**src/rtl/bmirq_pkg.sv**
```systemverilog
// constants, types and address decode for the button and misc interrupt block
package bmirq_pkg;
   // ****************************************
   // timing
   // ****************************************
   localparam int CLK_HZ = 10_000_000;
   localparam int TICK_MS = 1;
   localparam int TICK_CYC = CLK_HZ / 1000 * TICK_MS;
   localparam int HOLD1_S = 1;
   localparam int HOLD2_S = 2;
   localparam int HOLD3_S = 3;
   localparam int HOLD4_S = 4;
   localparam int HOLD8_S = 8;
   localparam int HOLD_CW = 14;
   localparam logic [HOLD_CW-1:0] HOLD_TK [5] = '{
      HOLD_CW'(HOLD1_S * 1000 / TICK_MS), HOLD_CW'(HOLD2_S * 1000 / TICK_MS),
      HOLD_CW'(HOLD3_S * 1000 / TICK_MS), HOLD_CW'(HOLD4_S * 1000 / TICK_MS),
      HOLD_CW'(HOLD8_S * 1000 / TICK_MS)};
   // ****************************************
   // register map, index times four is the byte address
   // ****************************************
   localparam logic [5:0] IDX_BTN_FLAGS = 6'h24;
   localparam logic [5:0] IDX_BTN_MASK = 6'h25;
   localparam logic [5:0] IDX_BTN_LIVE = 6'h26;
   localparam logic [5:0] IDX_MISC_FLAGS = 6'h28;
   localparam logic [5:0] IDX_MISC_MASK = 6'h29;
   localparam logic [5:0] IDX_MISC_LIVE = 6'h2A;
   localparam logic [5:0] IDX_DEB_CFG = 6'h2C;
   localparam int BTN_W = 6;
   localparam int MISC_W = 5;
   localparam logic [BTN_W-1:0] BTN_MASK_RST = 6'h3F;
   localparam logic [MISC_W-1:0] MISC_MASK_RST = 5'h1F;
   localparam logic [7:0] DEB_PRESS_RST = 8'h1F;
   localparam logic [7:0] DEB_REL_RST = 8'h1F;
   localparam logic [1:0] RESP_OKAY = 2'h0;
   localparam logic [1:0] RESP_SLVERR = 2'h2;
   typedef enum logic {DB_RELEASED, DB_PRESSED} bmirq_db_state_t;
   function automatic logic [5:0] bmirq_idx(input logic [7:0] addr);
      return addr[7:2];
   endfunction : bmirq_idx
endpackage : bmirq_pkg

```
**src/rtl/bmirq_debounce.sv**
```systemverilog
// programmable debounce of the power button level, counted in millisecond ticks
`timescale 1ns/1ps
module bmirq_debounce import bmirq_pkg::*; (
   input wire logic aclk,
   input wire logic aresetn,
   input wire logic tick,
   input wire logic raw_pressed,
   input wire logic [7:0] press_ms,
   input wire logic [7:0] release_ms,
   output logic press_level
);
   bmirq_db_state_t state_reg;
   logic [7:0] cnt_reg;
   // a bounce restarts the count, so only a steady level for the whole time flips
   always_ff @(posedge aclk) begin
      if (!aresetn) begin
         state_reg <= DB_RELEASED;
         cnt_reg <= 8'h00;
         press_level <= 1'b0;
      end else begin
         unique case (state_reg)
            DB_RELEASED: begin
               if (!raw_pressed) begin
                  cnt_reg <= 8'h00;
               end else if (tick) begin
                  if (cnt_reg >= press_ms) begin
                     state_reg <= DB_PRESSED;
                     press_level <= 1'b1;
                     cnt_reg <= 8'h00;
                  end else begin
                     cnt_reg <= 8'(cnt_reg + 8'h01);
                  end
               end
            end
            DB_PRESSED: begin
               if (raw_pressed) begin
                  cnt_reg <= 8'h00;
               end else if (tick) begin
                  if (cnt_reg >= release_ms) begin
                     state_reg <= DB_RELEASED;
                     press_level <= 1'b0;
                     cnt_reg <= 8'h00;
                  end else begin
                     cnt_reg <= 8'(cnt_reg + 8'h01);
                  end
               end
            end
         endcase
      end
   end
endmodule : bmirq_debounce

```
**src/rtl/bmirq_hold_timer.sv**
```systemverilog
// held-duration timer giving the one to eight second live bits
`timescale 1ns/1ps
module bmirq_hold_timer import bmirq_pkg::*; (
   input wire logic aclk,
   input wire logic aresetn,
   input wire logic tick,
   input wire logic pressed,
   output logic [4:0] hold_live
);
   logic [HOLD_CW-1:0] cnt_reg;
   // saturates just past the longest threshold so the count never wraps
   always_ff @(posedge aclk) begin
      if (!aresetn) begin
         cnt_reg <= '0;
      end else if (!pressed) begin
         cnt_reg <= '0;
      end else if (tick && cnt_reg <= HOLD_TK[4]) begin
         cnt_reg <= HOLD_CW'(cnt_reg + 1'b1);
      end
   end
   always_ff @(posedge aclk) begin
      if (!aresetn) begin
         hold_live <= 5'h00;
      end else begin
         for (int i = 0; i < 5; i++) begin
            hold_live[i] <= pressed && (cnt_reg >= HOLD_TK[i]);
         end
      end
   end
endmodule : bmirq_hold_timer

```
**src/rtl/bmirq_top.sv**
```systemverilog
// button and misc interrupt registers with an AXI4-Lite slave
// ****************************************
// Overview of operation
// - latch three, four, eight second hold flags
// - read or write one clears flags
// - flags reset zero and stay until cleared
// - six button mask bits, reset to one
// - unmasked set flag pulls interrupt low
// - masked flag latches but keeps interrupt high
// - press live bit follows debounced button
// - hold live bits drop on release
// - live bits one to five for thresholds
// - misc bit0 on wake transition done
// - misc bit1 on sleep transition done
// - misc bit2 on power button event
// - misc bit3 on supply low crossing
// - misc bit4 on overvoltage crossing
// - press flag on every press live change
// - latch one and two second hold flags
// ****************************************
`timescale 1ns/1ps
module bmirq_top import bmirq_pkg::*; #(
   parameter int TICK_CYCLES = TICK_CYC
) (
   input wire logic aclk,
   input wire logic aresetn,
   input wire logic [7:0] awaddr,
   input wire logic awvalid,
   output logic awready,
   input wire logic [31:0] wdata,
   input wire logic [3:0] wstrb,
   input wire logic wvalid,
   output logic wready,
   output logic [1:0] bresp,
   output logic bvalid,
   input wire logic bready,
   input wire logic [7:0] araddr,
   input wire logic arvalid,
   output logic arready,
   output logic [31:0] rdata,
   output logic [1:0] rresp,
   output logic rvalid,
   input wire logic rready,
   input wire logic power_button_in,
   input wire logic wake_busy,
   input wire logic sleep_busy,
   input wire logic power_button_event,
   input wire logic power_button_level,
   input wire logic supply_low_level,
   input wire logic supply_ov_level,
   output logic irq_out_n
);
   // ****************************************
   // millisecond tick
   // ****************************************
   logic [23:0] div_reg;
   logic tick;
   always_ff @(posedge aclk) begin
      if (!aresetn) begin
         div_reg <= 24'h000000;
         tick <= 1'b0;
      end else if (div_reg == 24'(TICK_CYCLES - 1)) begin
         div_reg <= 24'h000000;
         tick <= 1'b1;
      end else begin
         div_reg <= 24'(div_reg + 24'h000001);
         tick <= 1'b0;
      end
   end

   // ****************************************
   // button sensing
   // ****************************************
   logic [7:0] deb_press_reg;
   logic [7:0] deb_rel_reg;
   logic press_live;
   logic [4:0] hold_live;
   bmirq_debounce u_debounce (
      .aclk(aclk),
      .aresetn(aresetn),
      .tick(tick),
      .raw_pressed(!power_button_in),
      .press_ms(deb_press_reg),
      .release_ms(deb_rel_reg),
      .press_level(press_live)
   );
   bmirq_hold_timer u_hold (
      .aclk(aclk),
      .aresetn(aresetn),
      .tick(tick),
      .pressed(press_live),
      .hold_live(hold_live)
   );

   // ****************************************
   // event edges
   // ****************************************
   logic press_prev_reg;
   logic [4:0] hold_prev_reg;
   logic wake_prev_reg;
   logic sleep_prev_reg;
   logic low_prev_reg;
   logic ov_prev_reg;
   always_ff @(posedge aclk) begin
      if (!aresetn) begin
         press_prev_reg <= 1'b0;
         hold_prev_reg <= 5'h00;
         wake_prev_reg <= 1'b0;
         sleep_prev_reg <= 1'b0;
         low_prev_reg <= 1'b0;
         ov_prev_reg <= 1'b0;
      end else begin
         press_prev_reg <= press_live;
         hold_prev_reg <= hold_live;
         wake_prev_reg <= wake_busy;
         sleep_prev_reg <= sleep_busy;
         low_prev_reg <= supply_low_level;
         ov_prev_reg <= supply_ov_level;
      end
   end
   logic [BTN_W-1:0] btn_set;
   logic [MISC_W-1:0] misc_set;
   assign btn_set[0] = press_live ^ press_prev_reg;
   assign btn_set[2:1] = hold_live[1:0] & ~hold_prev_reg[1:0];
   assign btn_set[5:3] = hold_live[4:2] & ~hold_prev_reg[4:2];
   assign misc_set[0] = wake_prev_reg & !wake_busy;
   assign misc_set[1] = sleep_prev_reg & !sleep_busy;
   assign misc_set[2] = power_button_event;
   // both crossing directions count, the live bit tells which side
   assign misc_set[3] = supply_low_level ^ low_prev_reg;
   assign misc_set[4] = supply_ov_level ^ ov_prev_reg;

   // ****************************************
   // AXI4-Lite write path
   // ****************************************
   logic aw_held_reg;
   logic w_held_reg;
   logic [7:0] awaddr_reg;
   logic [31:0] wdata_reg;
   logic [3:0] wstrb_reg;
   logic wr_fire;
   logic [5:0] wr_idx;
   logic wr_hit;
   assign awready = !aw_held_reg;
   assign wready = !w_held_reg;
   assign wr_fire = aw_held_reg && w_held_reg && !bvalid;
   assign wr_idx = bmirq_idx(awaddr_reg);
   assign wr_hit = (wr_idx inside {IDX_BTN_FLAGS, IDX_BTN_MASK, IDX_BTN_LIVE,
      IDX_MISC_FLAGS, IDX_MISC_MASK, IDX_MISC_LIVE, IDX_DEB_CFG});
   always_ff @(posedge aclk) begin
      if (!aresetn) begin
         aw_held_reg <= 1'b0;
         awaddr_reg <= 8'h00;
      end else if (awvalid && awready) begin
         aw_held_reg <= 1'b1;
         awaddr_reg <= awaddr;
      end else if (wr_fire) begin
         aw_held_reg <= 1'b0;
      end
   end
   always_ff @(posedge aclk) begin
      if (!aresetn) begin
         w_held_reg <= 1'b0;
         wdata_reg <= 32'h00000000;
         wstrb_reg <= 4'h0;
      end else if (wvalid && wready) begin
         w_held_reg <= 1'b1;
         wdata_reg <= wdata;
         wstrb_reg <= wstrb;
      end else if (wr_fire) begin
         w_held_reg <= 1'b0;
      end
   end
   always_ff @(posedge aclk) begin
      if (!aresetn) begin
         bvalid <= 1'b0;
         bresp <= RESP_OKAY;
      end else if (wr_fire) begin
         bvalid <= 1'b1;
         bresp <= wr_hit ? RESP_OKAY : RESP_SLVERR;
      end else if (bready) begin
         bvalid <= 1'b0;
      end
   end
   logic wr_lane0;
   assign wr_lane0 = wr_fire && wstrb_reg[0];

   // ****************************************
   // AXI4-Lite read path
   // ****************************************
   logic rd_fire;
   logic [5:0] rd_idx;
   logic [31:0] rd_val;
   logic rd_hit;
   logic [BTN_W-1:0] btn_flags_reg;
   logic [BTN_W-1:0] btn_mask_reg;
   logic [MISC_W-1:0] misc_flags_reg;
   logic [MISC_W-1:0] misc_mask_reg;
   assign arready = !rvalid;
   assign rd_fire = arvalid && arready;
   assign rd_idx = bmirq_idx(araddr);
   always_comb begin
      rd_val = 32'h00000000;
      rd_hit = 1'b1;
      case (rd_idx)
         IDX_BTN_FLAGS: rd_val = 32'(btn_flags_reg);
         IDX_BTN_MASK: rd_val = 32'(btn_mask_reg);
         IDX_BTN_LIVE: rd_val = 32'({hold_live, press_live});
         IDX_MISC_FLAGS: rd_val = 32'(misc_flags_reg);
         IDX_MISC_MASK: rd_val = 32'(misc_mask_reg);
         IDX_MISC_LIVE: rd_val = 32'({supply_ov_level, supply_low_level,
            power_button_level, sleep_busy, wake_busy});
         IDX_DEB_CFG: rd_val = 32'({deb_rel_reg, deb_press_reg});
         default: rd_hit = 1'b0;
      endcase
   end
   always_ff @(posedge aclk) begin
      if (!aresetn) begin
         rvalid <= 1'b0;
         rdata <= 32'h00000000;
         rresp <= RESP_OKAY;
      end else if (rd_fire) begin
         rvalid <= 1'b1;
         rdata <= rd_val;
         rresp <= rd_hit ? RESP_OKAY : RESP_SLVERR;
      end else if (rready) begin
         rvalid <= 1'b0;
      end
   end

   // ****************************************
   // sticky flags, set wins over clear
   // ****************************************
   logic [BTN_W-1:0] btn_clr;
   logic [BTN_W-1:0] btn_keep;
   logic [MISC_W-1:0] misc_clr;
   always_comb begin
      btn_clr = '0;
      misc_clr = '0;
      if (wr_lane0 && wr_idx == IDX_BTN_FLAGS) begin
         btn_clr = btn_clr | wdata_reg[BTN_W-1:0];
      end
      if (rd_fire && rd_idx == IDX_BTN_FLAGS) begin
         btn_clr = btn_clr | btn_flags_reg;
      end
      if (wr_lane0 && wr_idx == IDX_MISC_FLAGS) begin
         misc_clr = misc_clr | wdata_reg[MISC_W-1:0];
      end
      if (rd_fire && rd_idx == IDX_MISC_FLAGS) begin
         misc_clr = misc_clr | misc_flags_reg;
      end
   end
   assign btn_keep = btn_flags_reg & ~btn_clr;
   always_ff @(posedge aclk) begin
      if (!aresetn) begin
         btn_flags_reg <= '0;
         misc_flags_reg <= '0;
      end else begin
         btn_flags_reg <= btn_keep | btn_set;
         misc_flags_reg <= (misc_flags_reg & ~misc_clr) | misc_set;
      end
   end

   // ****************************************
   // writable configuration
   // ****************************************
   always_ff @(posedge aclk) begin
      if (!aresetn) begin
         btn_mask_reg <= BTN_MASK_RST;
         misc_mask_reg <= MISC_MASK_RST;
      end else if (wr_lane0 && wr_idx == IDX_BTN_MASK) begin
         btn_mask_reg <= wdata_reg[BTN_W-1:0];
      end else if (wr_lane0 && wr_idx == IDX_MISC_MASK) begin
         misc_mask_reg <= wdata_reg[MISC_W-1:0];
      end
   end
   // new debounce times apply at once, a count in flight is compared against them and is not restarted
   always_ff @(posedge aclk) begin
      if (!aresetn) begin
         deb_press_reg <= DEB_PRESS_RST;
         deb_rel_reg <= DEB_REL_RST;
      end else if (wr_fire && wr_idx == IDX_DEB_CFG) begin
         if (wstrb_reg[0]) begin
            deb_press_reg <= wdata_reg[7:0];
         end
         if (wstrb_reg[1]) begin
            deb_rel_reg <= wdata_reg[15:8];
         end
      end
   end

   // ****************************************
   // interrupt output
   // ****************************************
   logic pend_any;
   // masked flags still latch, only the pin is gated
   assign pend_any = |(btn_flags_reg & ~btn_mask_reg)
      || |(misc_flags_reg & ~misc_mask_reg);
   always_ff @(posedge aclk) begin
      if (!aresetn) begin
         irq_out_n <= 1'b1;
      end else begin
         irq_out_n <= !pend_any;
      end
   end
endmodule : bmirq_top
```
**config.mk**
```make
export PLATFORM = sky130hd
export DESIGN_NAME = bmirq_top
export DESIGN_NICKNAME = d
export VERILOG_FILES = /design/src/rtl/bmirq_pkg.sv /design/src/rtl/bmirq_debounce.sv /design/src/rtl/bmirq_hold_timer.sv /design/src/rtl/bmirq_top.sv
export SDC_FILE = /design/constraint.sdc
export NUM_CORES = 1
export LEC_CHECK = 0
export BUFFER_PORTS_ARGS = -buffer_cell sky130_fd_sc_hd__buf_2
export CAP_MARGIN = 10
export CELL_PAD_IN_SITES_DETAIL_PLACEMENT = 0
export CELL_PAD_IN_SITES_GLOBAL_PLACEMENT = 1
export CORE_AREA = 4 4 138 140
export DETAILED_ROUTE_END_ITERATION = 10
export DIE_AREA = 0 0 142 144
export GPL_TIMING_DRIVEN = 0
export MAX_ROUTING_LAYER = met4
export PLACE_DENSITY_LB_ADDON = 0.08
export SKIP_LAST_GASP = 1
export SYNTH_ARGS = -nofsm -noshare
export SYNTH_HDL_FRONTEND = slang
export SYNTH_SLANG_ARGS = --single-unit
```
**constraint.sdc**
```tcl
create_clock -name aclk -period 2.1 [get_ports aclk]
set_input_delay 0.105 -clock aclk [delete_from_list [all_inputs] [get_ports aclk]]
set_output_delay 0.105 -clock aclk [all_outputs]
set_load 0.03 [all_outputs]
```
* Word level (Yosys, flattened, before mapping)
Index checks and enable logic that the tools add are counted.
W data, S select, Z words.
** Word-level totals
- Register bits :: 169
- Input port bits :: 66
- Output and inout bits :: 42
- Logic and storage cells :: 167
** Operators by class
- Add/subtract/negate cells :: 3
- Order comparisons :: 8
- Equal/unequal tests :: 23
- Multiplexer cells :: 37
- Bitwise logic cells :: 24
- Reductions and logical operators :: 42
** Operators by type and width (count)
- $pmux W16 S7 :: 1
- $eq A6 B6 Y1 const B :: 14
- $mux W8 :: 6
- $ge A14 B12 Y1 const B :: 2
- $add A24 B1 Y24 const B :: 1
- $eq A24 B14 Y1 const B :: 1
- $mux W1 :: 21
- $logic_and A1 B1 Y1 :: 19
- $ge A8 B8 Y1 :: 2
- $pmux W8 S2 :: 1
- $add A14 B1 Y14 const B :: 1
- $ge A14 B10 Y1 const B :: 1
- $ge A14 B11 Y1 const B :: 1
- $ge A14 B13 Y1 const B :: 1
- $le A14 B13 Y1 const B :: 1
- $and A6 B6 Y6 :: 2
- $mux W6 :: 2
- $not A6 Y6 :: 2
- $or A6 B6 Y6 :: 2
- $and A5 B5 Y5 :: 2
- $mux W5 :: 2
- $ne A2 B2 Y1 const B :: 5
- $not A5 Y5 :: 2
- $or A5 B5 Y5 :: 2
- other kinds (22) :: 43

* Longest topological paths before layout
- Depth in word-level cells :: 10
- Depth in mapped cells :: 9
- Depth with buffers taken out :: 9

* Modules after synthesis
A second synthesis with hierarchy kept.
** Unflattened totals
- Cells, all modules :: 783
- Area total of the unflattened synthesis :: 7088.0 um^2
** Modules (own cells, without submodules)
- bmirq_top :: instances 1, cells each 574, area an instance 5192.5 um^2, seq. area each 2402.3 um^2
- bmirq_hold_timer :: instances 1, cells each 109, area an instance 999.7 um^2, seq. area each 380.4 um^2
- bmirq_debounce :: instances 1, cells each 100, area an instance 895.9 um^2, seq. area each 200.2 um^2

* Least setup slack after synthesis
OpenSTA, ideal clock, no wires.
- Kind :: register to register
- Start :: register deb_press_reg[1]
- End :: register u_debounce.cnt_reg[6]
- Library setup time :: 0.095 ns
- Arrival :: 1.999 ns
- Required time :: 2.005 ns
- Setup slack :: 0.006 ns
- Stages on the path, launching flop included :: 10
- Buffers on the path :: 0
- Period minus slack after synthesis :: 2.094 ns
- Cell sequence :: dfxtp_1 inv_1 ha_1 nor2b_1 o211a_1 o31ai_1 a31oi_1 o22ai_2 nand2_1 o311ai_1
** On the way
- Word-level cells in the longest chain between the ends :: 5
** RTL lines
- from (decl) :: line bmirq_top.sv:74 : logic [7:0] deb_press_reg;
- from (signal assigned) :: line bmirq_top.sv:284 : deb_press_reg <= wdata_reg[7:0];
- $ge A8 B8 Y1 :: line bmirq_debounce.sv:26 : if (cnt_reg >= press_ms) begin
- $mux W8 :: line bmirq_debounce.sv:26
- $mux W8 :: line bmirq_debounce.sv:25 : end else if (tick) begin
- $mux W8 :: line bmirq_debounce.sv:23 : if (!raw_pressed) begin
- $pmux W8 S2 :: line bmirq_debounce.sv:21 : unique case (state_reg)
- to (signal assigned) :: line bmirq_debounce.sv:31 : cnt_reg <= 8'(cnt_reg + 8'h01);
- to (signal assigned) :: line bmirq_debounce.sv:44 : cnt_reg <= 8'(cnt_reg + 8'h01);
- to (decl) :: line bmirq_debounce.sv:13 : logic [7:0] cnt_reg;
No other way between the ends. The select of a mux whose other input is x is not followed.
A chain may end at the register's enable or synchronous reset.

* Final worst setup path
- Start :: register u_hold.cnt_reg[6]
- End :: register u_hold.cnt_reg[8]
** On the way
- Word-level cells in the longest chain between the ends :: 2
- Elaborated cells on any way between the ends :: 3
- Those cells by class :: 1 x add/sub; 1 x order compare; 1 x reduce/logical
** RTL lines
- from (decl) :: line bmirq_hold_timer.sv:10 : logic [HOLD_CW-1:0] cnt_reg;
- from (signal assigned) :: line bmirq_hold_timer.sv:18 : cnt_reg <= HOLD_CW'(cnt_reg + 1'b1);
- $le A14 B13 Y1 :: line bmirq_hold_timer.sv:17 : end else if (tick && cnt_reg <= HOLD_TK[4]) begin
- $logic_and A1 B1 Y1 :: line bmirq_hold_timer.sv:17
Several ways; a longest one is shown, not always the timed one.

==> results.json <==
{
  "setup_viol": 0,
  "worstPathRequired_ns": 2.46,
  "sequentialPowerShare": 0.443,
  "final.setup.worst_slack_ns": 0.06534,
  "synth_compound_area_frac": 0.1189,
  "p_comb_frac": 0.070,
  "syn_to_final_growth_pct": 28.26,
  "routedWlPerCell_um": 15.26,
  "vias_per_cell": 4.949,
  "syn-cell-area_mm2": 0.006695,
  "worst_ep_arrival_time_ns": 2.39,
  "cp_slowest_cell": "or3_1",
  "tightest_slew_ns": 0.8207,
  "grt_pass1_wl_mm": 29.22,
  "layout_common_cells": "143 x dfxtp_1, 137 x nand2_1, 86 x nor2_1, 68 x buf_2, 58 x a21oi_1",
  "hold_slack_ns": 0.2493,
  "port_buffers": 66,
  "cts_tree": "built",
  "drv_slew": 0,
  "hold_path.class": "in2reg",
  "syn_inst": 813,
  "largest_register_ffs": 24,
  "grt_usage": 0.1875,
  "fill_cells": 1733,
  "final_common_cell": "dfxtp_1",
  "core_mm2": 0.01784,
  "r2r-end": "u_hold.cnt_reg[8]$_SDFFE_PN0P_",
  "hold-path-cell-count": 4,
  "synthFlopType": "dfxtp_1",
  "critPathLaunchType": "register",
  "die_x_um": 142,
  "root_buffer": "clkbuf_16",
  "critPathMaxFanout": 10,
  "pwr_density_cell_mw_per_mm2": 769.8,
  "cts_sinks": 149,
  "dp_hpwl_mm": 13.18,
  "timing.fmax_mhz": 491.5,
  "layout-drive-gt1-share": 0.1622,
  "antenna_cells": 0,
  "avgSynthCellArea_um2": 8.235,
  "cp_cell_sequence": "clkbuf_1, nand4b_1, a21oi_2, nand4_1, or3_1, a21oi_1",
  "grt_start_max_net_pins": 17,
  "dieArea_mm2": 0.02045,
  "p_sw_frac": 0.2322,
  "start_util": 0.3753,
  "grt_pass1_vias": 5809,
  "r2r_slack_ns": 0.07,
  "finalCriticalPeriod_ns": 2.035,
  "synth_top_family_by_area": "simple AND/OR/NAND/NOR gates",
  "vias": 5924,
  "drt_iter0_drc": 335,
  "ir_drop_uv": 689.1,
  "r2r_cells": 6,
  "reg2reg_from": "u_hold.cnt_reg[6]$_SDFFE_PN0P_",
  "place_ws_ns": -0.4021,
  "clkTransAtPathRegs_ns": 0.06,
  "antenna_found_initial": 0,
  "chipHeight_um": 144,
  "yosysSeqAreaShare": 0.4455,
  "whs_endpoint": "rdata[6]$_SDFFE_PN0P_",
  "final_nets": 1042,
  "hp-start": "arvalid",
  "clk_latency_ns": 0.43,
  "finClkSkew_ns": 0.008545,
  "outcome": "completed",
  "synthAdderAreaFrac": 0.03738,
  "clockBufferDepth": 2,
  "synth.mux.area_fraction": 0.05980,
  "rows": 49,
  "synth_xor_xnor_area_share": 0.04448,
  "gp_congestion": 0.8389,
  "crit_path_end_kind": "register",
  "ioPinCount": 108,
  "synth_edf_count": 0,
  "p_int_uw": 5076,
  "synthArstFlopShare": 0,
  "rsz0062_at_grt": "true",
  "switchingPower_uw": 1535,
  "ant_nets": 0,
  "hold_viol_final": 0,
  "cp.buffers_inverters": 1,
  "yosys_warnings": 0,
  "htreeDepth": 4,
  "cpPeakStageDelay_ns": 0.41,
  "period_share": 0.9689,
  "ys_seq_elements": 149,
  "p_leak_uw": 0.003651,
  "cts_buffers": 17,
  "critPathKind": "reg2reg",
  "drt_wl_total_mm": 18.27,
  "slew_headroom": 0.4529,
  "synth_cell_type_count": 48,
  "first_pass_iters": 5,
  "grt-ovfl-total": 0,
  "drv_cap": 0,
  "cpLargestDelayFamily": "simple AND/OR/NAND/NOR gates",
  "clockPowerShare": 0.488,
  "yosys.area_share.simple": 0.2269,
  "drc": 0
}
-- synthesized netlist by cell type (2+ instances only) --
cell type | instances | share of area
a211oi_1 | 4 | 0.0045
a21oi_1 | 59 | 0.044
a221oi_1 | 2 | 0.0026
a22oi_1 | 7 | 0.0078
a31oi_1 | 9 | 0.0084
a32oi_1 | 3 | 0.0039
and2_1 | 6 | 0.0056
and3_1 | 9 | 0.0084
and4_1 | 5 | 0.0065
buf_1 | 2 | 0.0011
buf_2 | 2 | 0.0015
buf_4 | 18 | 0.020
clkbuf_1 | 31 | 0.017
dfxtp_1 | 149 | 0.45
ha_1 | 20 | 0.037
inv_1 | 46 | 0.026
mux2i_1 | 40 | 0.060
nand2_1 | 138 | 0.077
nand2b_1 | 3 | 0.0028
nand3_1 | 44 | 0.033
nand3b_1 | 3 | 0.0034
nand4_1 | 8 | 0.0075
nand4b_1 | 4 | 0.0052
nor2_1 | 87 | 0.049
nor2b_1 | 8 | 0.0075
nor3_1 | 5 | 0.0037
nor4_1 | 6 | 0.0056
nor4bb_1 | 3 | 0.0045
o2111ai_1 | 3 | 0.0039
o211a_1 | 2 | 0.0030
o211ai_1 | 4 | 0.0045
o21ai_0 | 19 | 0.014
o21ai_1 | 9 | 0.0067
o22ai_1 | 3 | 0.0028
o311ai_1 | 2 | 0.0026
o31ai_1 | 3 | 0.0034
or3_1 | 4 | 0.0037
xnor2_1 | 12 | 0.016
xor2_1 | 22 | 0.029
-- tightest hold or removal path: stages --
cell and delay (ns):
buf_2 0.11, nor2b_1 0.23, nand3_1 0.12, a21oi_1 0.06
-- per-stage QoR --
stage | setup TNS, ns | util | area, µm² | cells | power (µW)
2_1_floorplan | 0 | - | 6759 | 830 | 3245
3_3_place_gp | -8.873 | 0.4134 | 7376 | 1125 | 3388
3_5_place_dp | -10.44 | 0.4134 | 7376 | 1125 | 3394
4_1_cts | 0 | 0.4717 | 8416 | 1194 | 6676
5_1_grt | -0.2883 | 0.4813 | 8587 | 1197 | 6848
6_report | 0 | 0.4813 | 8587 | 1197 | 6611
-- final cells by class --
cell class              instances  area (µm²)  area share
inverters                      47       176.4     0.02054
clock inverters                12       180.2     0.02098
multi-input cells             581        3486      0.4059
flip-flops and latches        149        2998      0.3491
repair buffers                108       749.5     0.08728
well taps                     229       286.5     0.03337
plain buffers                  52       267.8     0.03118
clock buffers                  19       442.9     0.05158
-- how the worst max path moves through the flow --
| stage | startpoint | to | depth (start not counted) |
|---|---|---|---|
| 3_5_place_dp | div_reg[0]$_SDFF_PP0_ | div_reg[17]$_SDFF_PP0_ | 7 |
| 5_1_grt | u_hold.cnt_reg[6]$_SDFFE_PN0P_ | u_hold.cnt_reg[8]$_SDFFE_PN0P_ | 6 |
| 3_3_place_gp | div_reg[0]$_SDFF_PP0_ | div_reg[19]$_SDFF_PP0_ | 7 |
| 6_report | u_hold.cnt_reg[6]$_SDFFE_PN0P_ | u_hold.cnt_reg[8]$_SDFFE_PN0P_ | 6 |
| 2_1_floorplan | deb_press_reg[1]$_SDFFE_PN1P_ | u_debounce.cnt_reg[6]$_SDFFE_PN0P_ | 9 |
| 4_1_cts | div_reg[0]$_SDFF_PP0_ | div_reg[22]$_SDFF_PP0_ | 8 |
-- timing repair --
item                                    in CTS  in global routing
gates resized for setup                     13                 29
pin swaps                                    2                 13
endpoints found under the hold margin       35                  0
hold buffers                                35                  0
endpoints found under the setup margin      34                 53
setup buffers                                3                  4
-- routing by layer --
metal	global-route usage	vias up	wire, µm	part of all wire
li1	-	3025	-	-
met1	0.2332	2751	8557	0.47
met2	0.3061	132	8619	0.47
met3	0.04067	16	866	0.047
met4	0.05808	0	223	0.012
met5	-	-	0	0
-- cells by family (layout without fill, tap and decap cells) --
kind of cell / after synthesis / after routing
fa+ha+maj: 20 / 20
simple gates: 336 / 336
mux: 40 / 40
compound gates: 133 / 133
xor+xnor: 34 / 34
other cells: 1 / 18
flops: 149 / 149
buf+inv: 100 / 238
-- power by group through the flow --
stage                     sequential, µW  clock (µW)  combinational (µW)
after global placement              2990           0                 397
after floorplan                     2980           0                 261
final                               2930        3220                 460
after global routing                2930        3410                 505
after CTS                           2930        3290                 459
after detailed placement            2990           0                 402
(Power assumes the default switching activity.)
